<file path="src/logic/status_event_defs.svh">
`ifndef STATUS_EVENT_DEFS_SVH
`define STATUS_EVENT_DEFS_SVH

// Standard event latch fields
`define STD_OPC_BIT          0
`define STD_REQ_CTRL_BIT     1
`define STD_USED_MASK        8'hfd

// Source event group fields
`define SRC_SAMPLING_BIT     7
`define SRC_READY_BIT        5
`define SRC_STORE_BIT        2
`define SRC_TURN_BIT         1
`define SRC_SWEEP_BIT        0
`define SRC_USED_MASK        8'ha7

// Measure event group fields
`define MEAS_SAMPLING_BIT    7
`define MEAS_DONE_BIT        6
`define MEAS_OVERRANGE_BIT   5
`define MEAS_HI_LIMIT_BIT    3
`define MEAS_LO_LIMIT_BIT    2
`define MEAS_CMP_HI_BIT      1
`define MEAS_CMP_LO_BIT      0
`define MEAS_USED_MASK       8'hef

// Reset values
`define EVENT_RESET          8'h00
`define ENABLE_RESET         8'h00

// Error codes, two's complement
`define ERR_QUEUE_OVERFLOW   16'hfea2
`define ERR_NONE             16'h0000

`endif

</file>
<file path="src/logic/status_event_pkg.sv">
package status_event_pkg;

    typedef enum logic [2:0] {
        SEL_STD_LATCH   = 3'b000,
        SEL_STD_ENABLE  = 3'b001,
        SEL_SRC_COND    = 3'b010,
        SEL_SRC_EVENT   = 3'b011,
        SEL_SRC_ENABLE  = 3'b100,
        SEL_MEAS_COND   = 3'b101,
        SEL_MEAS_EVENT  = 3'b110,
        SEL_MEAS_ENABLE = 3'b111
    } reg_sel_t;

    typedef enum logic {
        OPC_IDLE = 1'b0,
        OPC_WAIT = 1'b1
    } opc_state_t;

endpackage : status_event_pkg

</file>
<file path="src/logic/instrument_status_event_registers.sv">
// Summary of operation
// - Event summary bit set when any standard latch bit and its enable are 1.
// - Standard latch cleared by its read, by clear-status, and at power-up.
// - Bit 0 set once operations pending at the command finish; bit 1 reads 0.
// - Standard bits with enable 0 never reach the summary; mask written and read back.
// - Early trigger sets bit 7 in both source and measure event registers.
// - Source condition bit 5 follows sweep readiness; event bit 5 latches on rise.
// - Source event bits 2, 1, 0 for store, sweep turn, sweep end; 6,4,3 read 0.
// - Source event bit reaches source summary only when its enable bit is 1.
// - Condition reads return live state and leave the register unchanged.
// - Source event register cleared by its read, clear-status, and power-up.
// - Measure event bit 6 set on each completed measurement.
// - Measure condition bit 5 follows overrange; event bit 5 latches on rise.
// - Measure bits 3 and 2 follow high and low limiter; events latch on rise.
// - Measure bits 1 and 0 follow compare results; events on rise; bit 4 reads 0.
// - Measure event bit reaches measure summary only when its enable bit is 1.
// - Measure event register cleared by its read, clear-status, and power-up.
// - Query responses are stored record by record and returned first in, first out.
// - Output queue flushed on new message, deadlock, device clear, power-up; not clear-status.
// - Message available bit is high while the output queue holds a record.
// - Error queue keeps number and message, returned oldest first.
// - On error queue overflow the newest entry becomes error minus 350.
// - Error queue empties by reading, by clear-status, and at power-up.
// - Measure summary is status bit 0, set when measure event and enable both 1.
`timescale 1ns/10ps
`include "status_event_defs.svh"

module instrument_status_event_registers #(
    parameter int OQ_WIDTH     = 8,
    parameter int OQ_DEPTH     = 16,
    parameter int EQ_MSG_WIDTH = 8,
    parameter int EQ_DEPTH     = 8,
    parameter logic [EQ_MSG_WIDTH-1:0] OVERFLOW_MSG_ID = 8'h01
) (
    // Clock and reset
    input  wire logic                            clock_in,
    input  wire logic                            reset_in,
    // Register command port
    input  wire logic                            read_req_in,
    input  wire status_event_pkg::reg_sel_t      read_sel_in,
    input  wire logic                            write_req_in,
    input  wire status_event_pkg::reg_sel_t      write_sel_in,
    input  wire logic [7:0]                      write_data_in,
    input  wire logic                            clear_status_in,
    output logic      [7:0]                      read_data_out,
    output logic                                 read_valid_out,
    // Operation complete tracking
    input  wire logic                            opc_cmd_in,
    input  wire logic                            ops_pending_in,
    input  wire logic [7:2]                      std_event_in,
    // Source and measure event pulses
    input  wire logic                            sampling_error_in,
    input  wire logic                            store_done_in,
    input  wire logic                            sweep_turn_in,
    input  wire logic                            sweep_end_in,
    input  wire logic                            measurement_done_in,
    // Condition pins, asynchronous
    input  wire logic                            sweep_ready_in,
    input  wire logic                            overrange_in,
    input  wire logic                            high_limiter_in,
    input  wire logic                            low_limiter_in,
    input  wire logic                            compare_high_in,
    input  wire logic                            compare_low_in,
    // Output queue
    input  wire logic                            oq_push_in,
    input  wire logic [OQ_WIDTH-1:0]             oq_data_in,
    input  wire logic                            oq_pop_in,
    input  wire logic                            new_message_in,
    input  wire logic                            deadlock_in,
    input  wire logic                            device_clear_in,
    output logic      [OQ_WIDTH-1:0]             oq_data_out,
    output logic                                 oq_valid_out,
    // Error queue
    input  wire logic                            eq_push_in,
    input  wire logic [15:0]                     eq_number_in,
    input  wire logic [EQ_MSG_WIDTH-1:0]         eq_msg_in,
    input  wire logic                            eq_pop_in,
    output logic      [15:0]                     eq_number_out,
    output logic      [EQ_MSG_WIDTH-1:0]         eq_msg_out,
    output logic                                 eq_valid_out,
    // Status byte summary bits
    output logic                                 event_summary_bit_out,
    output logic                                 message_available_bit_out,
    output logic                                 error_available_out,
    output logic                                 source_summary_bit_out,
    output logic                                 measure_summary_bit_out
);

    localparam int OQ_AW = $clog2(OQ_DEPTH);
    localparam int EQ_AW = $clog2(EQ_DEPTH);
    localparam logic [OQ_AW:0] OQ_FULL = (OQ_AW+1)'(OQ_DEPTH);
    localparam logic [EQ_AW:0] EQ_FULL = (EQ_AW+1)'(EQ_DEPTH);

    function automatic logic [7:0] latch_next(input logic [7:0] cur, input logic clr,
                                              input logic [7:0] set, input logic [7:0] used);
        latch_next = ((clr ? `EVENT_RESET : cur) | set) & used;
    endfunction : latch_next

    logic [7:0]                  std_latch;
    logic [7:0]                  std_enable;
    logic [7:0]                  src_event;
    logic [7:0]                  src_enable;
    logic [7:0]                  meas_event;
    logic [7:0]                  meas_enable;
    logic [7:0]                  src_cond;
    logic [7:0]                  meas_cond;
    logic [7:0]                  std_set;
    logic [7:0]                  src_set;
    logic [7:0]                  meas_set;
    logic                        opc_set;
    status_event_pkg::opc_state_t opc_state;
    logic [5:0]                  cond_sync1;
    logic [5:0]                  cond_sync2;
    logic [5:0]                  cond_prev;
    logic [5:0]                  cond_rise;
    logic                        std_clear;
    logic                        src_clear;
    logic                        meas_clear;

    // Two-stage synchronisers for condition pins
    always_ff @(posedge clock_in) begin
        if (reset_in) begin
            cond_sync1 <= 6'h00;
            cond_sync2 <= 6'h00;
            cond_prev  <= 6'h00;
        end else begin
            cond_sync1 <= {sweep_ready_in, overrange_in, high_limiter_in,
                           low_limiter_in, compare_high_in, compare_low_in};
            cond_sync2 <= cond_sync1;
            cond_prev  <= cond_sync2;
        end
    end

    assign cond_rise = cond_sync2 & ~cond_prev;

    always_comb begin
        src_cond                     = 8'h00;
        src_cond[`SRC_READY_BIT]     = cond_sync2[5];
        meas_cond                    = 8'h00;
        meas_cond[`MEAS_OVERRANGE_BIT] = cond_sync2[4];
        meas_cond[`MEAS_HI_LIMIT_BIT]  = cond_sync2[3];
        meas_cond[`MEAS_LO_LIMIT_BIT]  = cond_sync2[2];
        meas_cond[`MEAS_CMP_HI_BIT]    = cond_sync2[1];
        meas_cond[`MEAS_CMP_LO_BIT]    = cond_sync2[0];
    end

    always_comb begin
        std_set                       = {std_event_in, 2'b00};
        std_set[`STD_OPC_BIT]         = opc_set;
        src_set                       = 8'h00;
        src_set[`SRC_SAMPLING_BIT]    = sampling_error_in;
        src_set[`SRC_READY_BIT]       = cond_rise[5];
        src_set[`SRC_STORE_BIT]       = store_done_in;
        src_set[`SRC_TURN_BIT]        = sweep_turn_in;
        src_set[`SRC_SWEEP_BIT]       = sweep_end_in;
        meas_set                      = 8'h00;
        meas_set[`MEAS_SAMPLING_BIT]  = sampling_error_in;
        meas_set[`MEAS_DONE_BIT]      = measurement_done_in;
        meas_set[`MEAS_OVERRANGE_BIT] = cond_rise[4];
        meas_set[`MEAS_HI_LIMIT_BIT]  = cond_rise[3];
        meas_set[`MEAS_LO_LIMIT_BIT]  = cond_rise[2];
        meas_set[`MEAS_CMP_HI_BIT]    = cond_rise[1];
        meas_set[`MEAS_CMP_LO_BIT]    = cond_rise[0];
    end

    assign std_clear  = clear_status_in
                     || (read_req_in && read_sel_in == status_event_pkg::SEL_STD_LATCH);
    assign src_clear  = clear_status_in
                     || (read_req_in && read_sel_in == status_event_pkg::SEL_SRC_EVENT);
    assign meas_clear = clear_status_in
                     || (read_req_in && read_sel_in == status_event_pkg::SEL_MEAS_EVENT);

    // Operation complete waits for pending work to drain
    always_ff @(posedge clock_in) begin
        if (reset_in) begin
            opc_state <= status_event_pkg::OPC_IDLE;
        end else begin
            case (opc_state)
                status_event_pkg::OPC_IDLE: begin
                    if (opc_cmd_in && ops_pending_in) begin
                        opc_state <= status_event_pkg::OPC_WAIT;
                    end
                end
                status_event_pkg::OPC_WAIT: begin
                    if (!ops_pending_in) begin
                        opc_state <= status_event_pkg::OPC_IDLE;
                    end
                end
                default: opc_state <= status_event_pkg::OPC_IDLE;
            endcase
        end
    end

    assign opc_set = (opc_state == status_event_pkg::OPC_IDLE && opc_cmd_in && !ops_pending_in)
                  || (opc_state == status_event_pkg::OPC_WAIT && !ops_pending_in);

    // Event latches: a set in the clearing cycle survives
    always_ff @(posedge clock_in) begin
        if (reset_in) begin
            std_latch  <= `EVENT_RESET;
            src_event  <= `EVENT_RESET;
            meas_event <= `EVENT_RESET;
        end else begin
            std_latch  <= latch_next(std_latch, std_clear, std_set, `STD_USED_MASK);
            src_event  <= latch_next(src_event, src_clear, src_set, `SRC_USED_MASK);
            meas_event <= latch_next(meas_event, meas_clear, meas_set, `MEAS_USED_MASK);
        end
    end

    // Enable masks
    always_ff @(posedge clock_in) begin
        if (reset_in) begin
            std_enable  <= `ENABLE_RESET;
            src_enable  <= `ENABLE_RESET;
            meas_enable <= `ENABLE_RESET;
        end else if (write_req_in) begin
            case (write_sel_in)
                status_event_pkg::SEL_STD_ENABLE:  std_enable  <= write_data_in;
                status_event_pkg::SEL_SRC_ENABLE:  src_enable  <= write_data_in;
                status_event_pkg::SEL_MEAS_ENABLE: meas_enable <= write_data_in;
                default: ;
            endcase
        end
    end

    // Read port
    always_ff @(posedge clock_in) begin
        if (reset_in) begin
            read_data_out  <= 8'h00;
            read_valid_out <= 1'b0;
        end else begin
            read_valid_out <= read_req_in;
            if (read_req_in) begin
                case (read_sel_in)
                    status_event_pkg::SEL_STD_LATCH:   read_data_out <= std_latch;
                    status_event_pkg::SEL_STD_ENABLE:  read_data_out <= std_enable;
                    status_event_pkg::SEL_SRC_COND:    read_data_out <= src_cond;
                    status_event_pkg::SEL_SRC_EVENT:   read_data_out <= src_event;
                    status_event_pkg::SEL_SRC_ENABLE:  read_data_out <= src_enable;
                    status_event_pkg::SEL_MEAS_COND:   read_data_out <= meas_cond;
                    status_event_pkg::SEL_MEAS_EVENT:  read_data_out <= meas_event;
                    status_event_pkg::SEL_MEAS_ENABLE: read_data_out <= meas_enable;
                    default:                           read_data_out <= 8'h00;
                endcase
            end
        end
    end

    // Summary bits of the status byte
    always_ff @(posedge clock_in) begin
        if (reset_in) begin
            event_summary_bit_out   <= 1'b0;
            source_summary_bit_out  <= 1'b0;
            measure_summary_bit_out <= 1'b0;
        end else begin
            event_summary_bit_out   <= |(std_latch & std_enable);
            source_summary_bit_out  <= |(src_event & src_enable);
            measure_summary_bit_out <= |(meas_event & meas_enable);
        end
    end

    // Output queue
    logic [OQ_WIDTH-1:0] oq_mem [OQ_DEPTH];
    logic [OQ_AW-1:0]    oq_rd;
    logic [OQ_AW-1:0]    oq_wr;
    logic [OQ_AW:0]      oq_count;
    logic                oq_flush;
    logic                oq_do_push;
    logic                oq_do_pop;
    logic [OQ_AW-1:0]    next_oq_rd;
    logic [OQ_AW-1:0]    next_oq_wr;
    logic [OQ_AW:0]      next_oq_count;

    assign oq_flush   = new_message_in || deadlock_in || device_clear_in;
    assign oq_do_pop  = oq_pop_in && !oq_flush && oq_count != '0;
    assign oq_do_push = oq_push_in && (oq_flush || oq_count != OQ_FULL);

    always_comb begin
        next_oq_rd    = oq_flush ? '0 : oq_rd;
        next_oq_wr    = oq_flush ? '0 : oq_wr;
        next_oq_count = oq_flush ? '0 : oq_count;
        if (oq_do_pop) begin
            next_oq_rd = oq_rd + 1'b1;
        end
        if (oq_do_push) begin
            next_oq_wr = next_oq_wr + 1'b1;
        end
        next_oq_count = next_oq_count + (OQ_AW+1)'(oq_do_push) - (OQ_AW+1)'(oq_do_pop);
    end

    always_ff @(posedge clock_in) begin
        if (oq_do_push) begin
            oq_mem[oq_flush ? '0 : oq_wr] <= oq_data_in;
        end
    end

    always_ff @(posedge clock_in) begin
        if (reset_in) begin
            oq_rd                     <= '0;
            oq_wr                     <= '0;
            oq_count                  <= '0;
            oq_data_out               <= '0;
            oq_valid_out              <= 1'b0;
            message_available_bit_out <= 1'b0;
        end else begin
            oq_rd                     <= next_oq_rd;
            oq_wr                     <= next_oq_wr;
            oq_count                  <= next_oq_count;
            oq_valid_out              <= oq_do_pop;
            message_available_bit_out <= next_oq_count != '0;
            if (oq_do_pop) begin
                oq_data_out <= oq_mem[oq_rd];
            end
        end
    end

    // Error queue
    logic [15+EQ_MSG_WIDTH:0] eq_mem [EQ_DEPTH];
    logic [EQ_AW-1:0]         eq_rd;
    logic [EQ_AW-1:0]         eq_wr;
    logic [EQ_AW:0]           eq_count;
    logic                     eq_do_push;
    logic                     eq_do_pop;
    logic                     eq_overflow;
    logic [EQ_AW:0]           next_eq_count;

    assign eq_do_pop   = eq_pop_in && !clear_status_in && eq_count != '0;
    assign eq_do_push  = eq_push_in && (clear_status_in || eq_count != EQ_FULL || eq_do_pop);
    assign eq_overflow = eq_push_in && !eq_do_push;
    assign next_eq_count = (clear_status_in ? '0 : eq_count)
                         + (EQ_AW+1)'(eq_do_push) - (EQ_AW+1)'(eq_do_pop);

    always_ff @(posedge clock_in) begin
        if (eq_do_push) begin
            eq_mem[clear_status_in ? '0 : eq_wr] <= {eq_number_in, eq_msg_in};
        end else if (eq_overflow) begin
            eq_mem[eq_wr - 1'b1] <= {`ERR_QUEUE_OVERFLOW, OVERFLOW_MSG_ID};
        end
    end

    always_ff @(posedge clock_in) begin
        if (reset_in) begin
            eq_rd               <= '0;
            eq_wr               <= '0;
            eq_count            <= '0;
            eq_number_out       <= `ERR_NONE;
            eq_msg_out          <= '0;
            eq_valid_out        <= 1'b0;
            error_available_out <= 1'b0;
        end else begin
            eq_rd               <= clear_status_in ? '0 : eq_rd + EQ_AW'(eq_do_pop);
            eq_wr               <= (clear_status_in ? '0 : eq_wr) + EQ_AW'(eq_do_push);
            eq_count            <= next_eq_count;
            eq_valid_out        <= eq_pop_in;
            error_available_out <= next_eq_count != '0;
            if (eq_pop_in) begin
                {eq_number_out, eq_msg_out} <= eq_do_pop ? eq_mem[eq_rd]
                                                         : {`ERR_NONE, EQ_MSG_WIDTH'(0)};
            end
        end
    end
endmodule : instrument_status_event_registers

</file>
<file path="config.mk">
export PLATFORM = sky130hd
export DESIGN_NAME = instrument_status_event_registers
export DESIGN_NICKNAME = d
export VERILOG_FILES = /design/src/logic/status_event_pkg.sv /design/src/logic/instrument_status_event_registers.sv
export VERILOG_INCLUDE_DIRS = /design/src /design/src/logic
export SDC_FILE = /design/constraint.sdc
export NUM_CORES = 1
export LEC_CHECK = 0
export ABC_AREA = 1
export BUFFER_PORTS_ARGS = -buffer_cell sky130_fd_sc_hd__buf_2
export CAP_MARGIN = 20
export CORE_MARGIN = 4
export CORE_UTILIZATION = 60
export DETAILED_ROUTE_END_ITERATION = 12
export PLACE_DENSITY = 0.79
export SLEW_MARGIN = 20
export SYNTH_ARGS = -nofsm -noshare
export SYNTH_HDL_FRONTEND = slang
export SYNTH_SLANG_ARGS = --single-unit
</file>
<file path="constraint.sdc">
create_clock -name clock_in -period 4.05 [get_ports clock_in]
set_input_delay 0.81 -clock clock_in [delete_from_list [all_inputs] [get_ports clock_in]]
set_output_delay 0.81 -clock clock_in [all_outputs]
set_load 0.05 [all_outputs]
</file>
==> results of run 1 <==
worst paths after layout:
path | slack [ns] | cells past startpoint | start | to
worst min register to register | 0.41 | 2 | cond_sync1[4] | cond_sync2[4]
worst min-delay path | 0.41 | 2 | cond_sync1[4] | cond_sync2[4]
worst max register to register | 1.24 | 15 | oq_count[3] | message_available_bit_out
worst max-delay path | 1.13 | 15 | deadlock_in | message_available_bit_out
power breakdown:
group          internal, mW  switching [mW]
sequential             5.11          0.0692
clock                  2.53            1.69
combinational         0.222           0.593
total                  7.86            2.35
worst min-delay path: stages (launching register included):
cell                      delay (ns)
sky130_fd_sc_hd__dfxtp_1        0.29
sky130_fd_sc_hd__inv_1          0.04
sky130_fd_sc_hd__nor2_1         0.03
cell type report:
type / instances / area share, %
sequential: 453 / 58.0
clock inverter: 23 / 1.15
clock buffer: 60 / 6.03
tap: 396 / 2.34
timing repair buffer: 142 / 3.58
multi-input combinational: 1148 / 25.1
inverter: 212 / 3.78
placed cells by master (no fill, tap or decap), drive strengths merged, types with 5 or more instances in the layout:
cell type / synthesis / routed
a21oi: 67 / 67
buf: 53 / 142
bufinv: 0 / 5
clkbuf: 38 / 60
clkinv: 2 / 17
dfxtp: 133 / 133
edfxtp: 320 / 320
ha: 19 / 19
inv: 210 / 210
nand2: 317 / 317
nand3: 183 / 183
nand4: 18 / 18
nor2: 337 / 337
nor3: 5 / 5
o21a: 6 / 6
o21ai: 153 / 153
o22ai: 5 / 5
o32ai: 5 / 5
or2: 13 / 13
cell families after synthesis:
group | Yosys count | synth area share (%)
DFF | 453 | 65.4
and+or+nand+nor | 875 | 19.4
xor gates and xnor gates | 6 | 0.280
AOI/OAI and AO/OA | 246 | 6.93
adders and majority gates | 21 | 1.48
buffers and inverters | 303 | 6.52
sequential cells by signal (all words and copies together), names as in the netlist, 5 cells and up:
signal and flops:
src_enable 8, std_latch 7, eq_msg_out 8, eq_mem 192
oq_mem 128, cond_sync2 6, cond_sync1 6, read_data_out 8
eq_number_out 16, meas_enable 8, oq_data_out 8, oq_count 5
std_enable 8, src_event 5, meas_event 7, cond_prev 6
per-stage QoR:
| step | setup WS [ns] | util, % | hold WS [ns] | cells |
|---|---|---|---|---|
| final | 1.13 | 68.8 | 0.407 | 2434 |
| after global routing | 0.963 | 68.8 | 0.427 | 2434 |
| after CTS | 1.18 | 68.8 | 0.411 | 2434 |
| after detailed placement | 0.618 | 63.8 | 0.398 | 2351 |
| after global placement | 0.710 | 63.8 | 0.395 | 2351 |
| after floorplan | 1.07 | - | 0.388 | 1904 |
per-layer routing:
| metal | part of all wire, % | vias to the layer above | GRT usage (%) |
|---|---|---|---|
| li1 | - | 6523 | - |
| met3 | 6.9 | 106 | 3.77 |
| met4 | 2.7 | 0 | 8.54 |
| met5 | 0 | - | 0 |
| met1 | 40 | 6400 | 33.6 |
| met2 | 50 | 586 | 44.2 |
==> flow_metrics.env, run 1 <==
export IMPL_outcome="finished, final reports clean"
export IMPL_skew_ns=0.00858
export IMPL_clock_path_buffers=3
export IMPL_cts_sink_count=453
export IMPL_holdBufCountCts=0
export IMPL_grt_max_degree=67
export IMPL_cp_start_kind="input pin"
export IMPL_drive_gt1_share_pct=12.1
export IMPL_drt_drc_violations_left=0
export IMPL_syn_inst=1904
export IMPL_via_count=13600
export IMPL_total_overflow_reported_by_the_global_router=0
export IMPL_n_fill_cell=2260
export IMPL_worst_path_max_fanout=17
export IMPL_post_synth_top_count_cell="sky130_fd_sc_hd__nor2_1"
export IMPL_powerDensity_nw_per_um2=483
export IMPL_critical_path_slowest_cell="sky130_fd_sc_hd__fa_1"
export IMPL_totalPowerFinal_mw=10.2
export IMPL_count_of_different_cell_masters_after_synthesis=44
export IMPL_end_kind="flip-flop"
export IMPL_hold_class="flip-flop to flip-flop"
export IMPL_cts_setup_buffers=0
export IMPL_maxCapViolCount=0
export IMPL_fin_nets=2100
export IMPL_netlist_area_um2=18800
export IMPL_netlist_top_cells_area="sky130_fd_sc_hd__edfxtp_1 51%, sky130_fd_sc_hd__dfxtp_1 14%, sky130_fd_sc_hd__nor2_1 6.7%"
export IMPL_std_cell_rows=64
export IMPL_worst_supply_voltage_drop_on_vdd_v=0.000410
export IMPL_routabilityCongestion=0.935
export IMPL_drt_iter0_markers=1246
export IMPL_number_of_synthesized_flops_with_an_enable_pin=320
export IMPL_vias_per_cell=5.59
export IMPL_grt_pass1_wl_mm=69.3
export IMPL_report_final_slew_viol_count=0
export IMPL_critPathMaxStageDelay_ns=0.46
export IMPL_synth_largest_area_cell="sky130_fd_sc_hd__edfxtp_1"
export IMPL_netlist_top_cells_count="335 x sky130_fd_sc_hd__nor2_1, 320 x sky130_fd_sc_hd__edfxtp_1, 313 x sky130_fd_sc_hd__nand2_1"
export IMPL_post_drt_wl_per_cell_um=18.1
export IMPL_postSynthNetCount=2002
export IMPL_firstDrtPassIters=7
export IMPL_synth_async_sr_flop_share_pct=0
export IMPL_die_h_um=185
export IMPL_cp_cell_sequence="buf_2 > nor2_1 > nand2_1 > nor2_4 > ha_1 > inv_1 > ha_1 > inv_1 > fa_1 > inv_1 > a21oi_1 > o21bai_1 > nand3_1 > nand3_1 > nand3_1"
export IMPL_tritoncts_buffers=45
export IMPL_worst_skew_pair_late_latency_ns=0.54
export IMPL_effective_utilization_at_floorplan_pct=61.1
export IMPL_total_cell_area_at_the_placement_stage_um2=19600
export IMPL_ys_seq_area_share_pct=65.4
export IMPL_top_level_ports=125
export IMPL_multi_input_comb_area_um2=5300
export IMPL_yosys_warnings=0
export IMPL_post_synth_cell_area_avg_um2=9.86
export IMPL_cts_resized=0
export IMPL_fin_crit_sh_pct=72.1
export IMPL_setup_worst_path_class="input pin to flip-flop"
export IMPL_antennaDiodeCount=0
export IMPL_synth_top_cell_area_share_pct=51.2
export IMPL_critPathArrivalTime_ns=3.34
export IMPL_tritoncts="built"
export IMPL_unrepaired_setup_endpoints_after_global_routing="no"
export IMPL_stdcell_area_um2=21200
export IMPL_route_final_wire_length_mm=44.0
export IMPL_detailed_placement_wirelength_estimate_mm=26.6
export IMPL_max_slew_margin_pct=25.2
export IMPL_worstPathBufferInverterCount=4
export IMPL_yosys_register_bits=453
export IMPL_yosys_most_used_dff="sky130_fd_sc_hd__edfxtp_1"
export IMPL_first_global_vias=13300
export IMPL_postRouteAntennaNets=0
export IMPL_hold_violations=0
export IMPL_numPortBuffers=124
export IMPL_area_delta_synth_final_pct=12.6
export IMPL_grtUsageTotal_pct=25.6
export IMPL_max_freq_mhz=342
export IMPL_worst_pin_slew_ns=1.12
export IMPL_clk_pin_slew_ns=0.06
export IMPL_dieWidth_um=185
export IMPL_setup_viol=0
export IMPL_timing_critical_path_required_ns=4.47
export IMPL_die_area_um2=34200
export IMPL_clock_tree_htree_level_count=2
export IMPL_number_of_antenna_violations_at_the_first_check_in_global_routing=0
export IMPL_critical_path_top_delay_family="simple AND/OR/NAND/NOR gates"
export IMPL_leakagePower_nw=8.45
export IMPL_totalNegativeSetupSlack_ns=0
export IMPL_clock_root_buffer="sky130_fd_sc_hd__clkbuf_16"
export IMPL_final_min_clock_period_ns=2.92
export IMPL_seq_area_um2=12300
export IMPL_core_area_um2=30700
Note: power is estimated with default switching activity, not from simulation.
==> run 2, diff against run 1 <==
clock period = 2.8 ns   (was 4.05 ns; I/O delays follow)
==> run 2 against run 1 <==
  * Die area is the same
  * Power grew 47%
  * Register-to-register slack lost 1.0 ns
  * Via count grew 1.4%
  * Sequential power grew 44%
  * Cell count grew 0.99%
  * Critical endpoint unchanged
  * Cell area grew 1.9%
==> flow_metrics.env, run 2 (synthesis results as in run 1) <==
export IMPL_clock_root_buffer="sky130_fd_sc_hd__clkbuf_16"
export IMPL_clk_pin_slew_ns=0.06
export IMPL_hold_path_startpoint="compare_high_in"
export IMPL_setup_worst_path_class="flip-flop to flip-flop"
export IMPL_detailed_placement_wirelength_estimate_mm=26.0
export IMPL_routabilityCongestion=0.956
export IMPL_critPathMaxStageDelay_ns=0.46
export IMPL_cts_setup_buffers=0
export IMPL_report_final_slew_viol_count=0
export IMPL_route_final_wire_length_mm=43.5
export IMPL_maxCapViolCount=0
export IMPL_timing_critical_path_required_ns=3.23
export IMPL_ff2ff_path_depth=15
export IMPL_total_cell_area_at_the_placement_stage_um2=19900
export IMPL_worstPathBufferInverterCount=3
export IMPL_die_area_um2=34200
export IMPL_tritoncts_buffers=46
export IMPL_hold_violations=0
export IMPL_critical_path_slowest_cell="sky130_fd_sc_hd__fa_1"
export IMPL_top_level_ports=125
export IMPL_cp_start_kind="flip-flop"
export IMPL_reg_largest_list="eq_mem (192), oq_mem (128), eq_number_out (16)"
export IMPL_hold_path_cell_count=3
export IMPL_dieWidth_um=185
export IMPL_fin_nets=2124
export IMPL_stdcell_area_um2=21600
export IMPL_setup_viol=0
export IMPL_cts_resized=0
export IMPL_grt_max_degree=98
export IMPL_outcome="finished, final reports clean"
export IMPL_fin_crit_sh_pct=92.8
export IMPL_grt_pass1_wl_mm=67.9
export IMPL_layout_cells_most_common_list="327 x sky130_fd_sc_hd__nor2_1, 320 x sky130_fd_sc_hd__edfxtp_1, 313 x sky130_fd_sc_hd__nand2_1"
export IMPL_post_drt_wl_per_cell_um=17.7
export IMPL_largest_register_ff_count=192
export IMPL_via_count=13800
export IMPL_max_freq_mhz=385
export IMPL_effective_utilization_at_floorplan_pct=61.1
export IMPL_core_area_um2=30700
export IMPL_leakagePower_nw=8.66
export IMPL_first_global_vias=13400
export IMPL_worst_supply_voltage_drop_on_vdd_v=0.000697
export IMPL_firstDrtPassIters=5
export IMPL_max_slew_margin_pct=31.5
export IMPL_die_h_um=185
export IMPL_rr_startpoint="oq_count[3]"
export IMPL_worst_r2r_endpoint="message_available_bit_out"
export IMPL_vias_per_cell=5.62
export IMPL_unrepaired_setup_endpoints_after_global_routing="no"
export IMPL_register_with_the_highest_flop_count="eq_mem"
export IMPL_worst_skew_pair_late_latency_ns=0.55
export IMPL_std_cell_rows=64
export IMPL_postRouteAntennaNets=0
export IMPL_hold_class="input pin to flip-flop"
export IMPL_final_min_clock_period_ns=2.60
export IMPL_stdcell_count=2458
export IMPL_place_inst=2372
export IMPL_tritoncts="built"
export IMPL_finalHoldWorstSlack_ns=0.224
export IMPL_powerDensity_nw_per_um2=698
export IMPL_timing_reg2reg_setup_slack_ns=0.20
export IMPL_clock_tree_htree_level_count=2
export IMPL_numPortBuffers=124
export IMPL_drt_iter0_markers=1349
export IMPL_worst_pin_slew_ns=1.03
export IMPL_final_common_cell="sky130_fd_sc_hd__nor2_1"
export IMPL_worst_path_max_fanout=4
export IMPL_cts_sink_count=453
export IMPL_number_of_antenna_violations_at_the_first_check_in_global_routing=0
export IMPL_drive_gt1_share_pct=13.2
export IMPL_critPathArrivalTime_ns=3.03
export IMPL_drt_drc_violations_left=0
export IMPL_skew_ns=0.0136
export IMPL_antennaDiodeCount=0
export IMPL_end_kind="flip-flop"
export IMPL_grtUsageTotal_pct=25.0
export IMPL_total_overflow_reported_by_the_global_router=0
export IMPL_cp_cell_sequence="nor2_1 > nand4_1 > nand2_1 > nor2_4 > ha_1 > inv_1 > ha_1 > inv_1 > fa_1 > inv_1 > a21oi_1 > o21bai_1 > nand3_1 > nand3_1 > nand3_1"
export IMPL_area_delta_synth_final_pct=14.8
export IMPL_holdBufCountCts=0
export IMPL_timing_hold_worst_endpoint="cond_sync1[1]"
export IMPL_clock_path_buffers=3
export IMPL_critical_path_top_delay_family="adder cells"
[run 2: worst max path at each step]
| stage | depth (start not counted) | slack, ns | startpoint | to |
|---|---|---|---|---|
| after floorplan | 15 | 0.07 | deadlock_in | message_available_bit_out |
| after global placement | 16 | 0.07 | deadlock_in | message_available_bit_out |
| after detailed placement | 16 | -0.04 | deadlock_in | message_available_bit_out |
| after CTS | 15 | 0.22 | oq_count[3] | message_available_bit_out |
| after global routing | 15 | 0.05 | oq_count[3] | message_available_bit_out |
| final | 15 | 0.20 | oq_count[3] | message_available_bit_out |
[run 2: through the flow]
step	setup slack, ns	power, mW	utilization [%]	TNS (ns)
2_1_floorplan	0.0670	8.40	-	0
3_3_place_gp	0.0730	8.76	64.8	0
3_5_place_dp	-0.0439	8.80	64.8	-0.0539
4_1_cts	0.223	15.1	70.0	0
5_1_grt	0.0528	15.5	70.1	0
6_report	0.201	15.0	70.1	0
[run 2: worst min-delay path, stage by stage]
cell and delay (ns):
sky130_fd_sc_hd__buf_2 0.10, sky130_fd_sc_hd__inv_1 0.04, sky130_fd_sc_hd__nor2_1 0.03
[run 2: where the power goes]
part           internal, mW  leakage (nW)  switching [mW]
clock network          3.91         0.788            2.45
registers              7.39          3.99          0.0807
logic                 0.341          3.88           0.871
[run 2: layout make-up]
class	count	area, µm²
Clock buffer	65	1350
Clock inverter	19	253
Fill cell	2201	9200
Inverter	212	798
Multi-Input combinational cell	1148	5300
Sequential cell	453	12300
Tap cell	396	495
Timing Repair Buffer	165	1080
[run 2: per-layer routing]
layer	global-route usage, %	share of wire (%)
met1	32.6	40
met2	43.0	50
met3	3.87	7.6
met4	8.98	3.1
met5	0	0
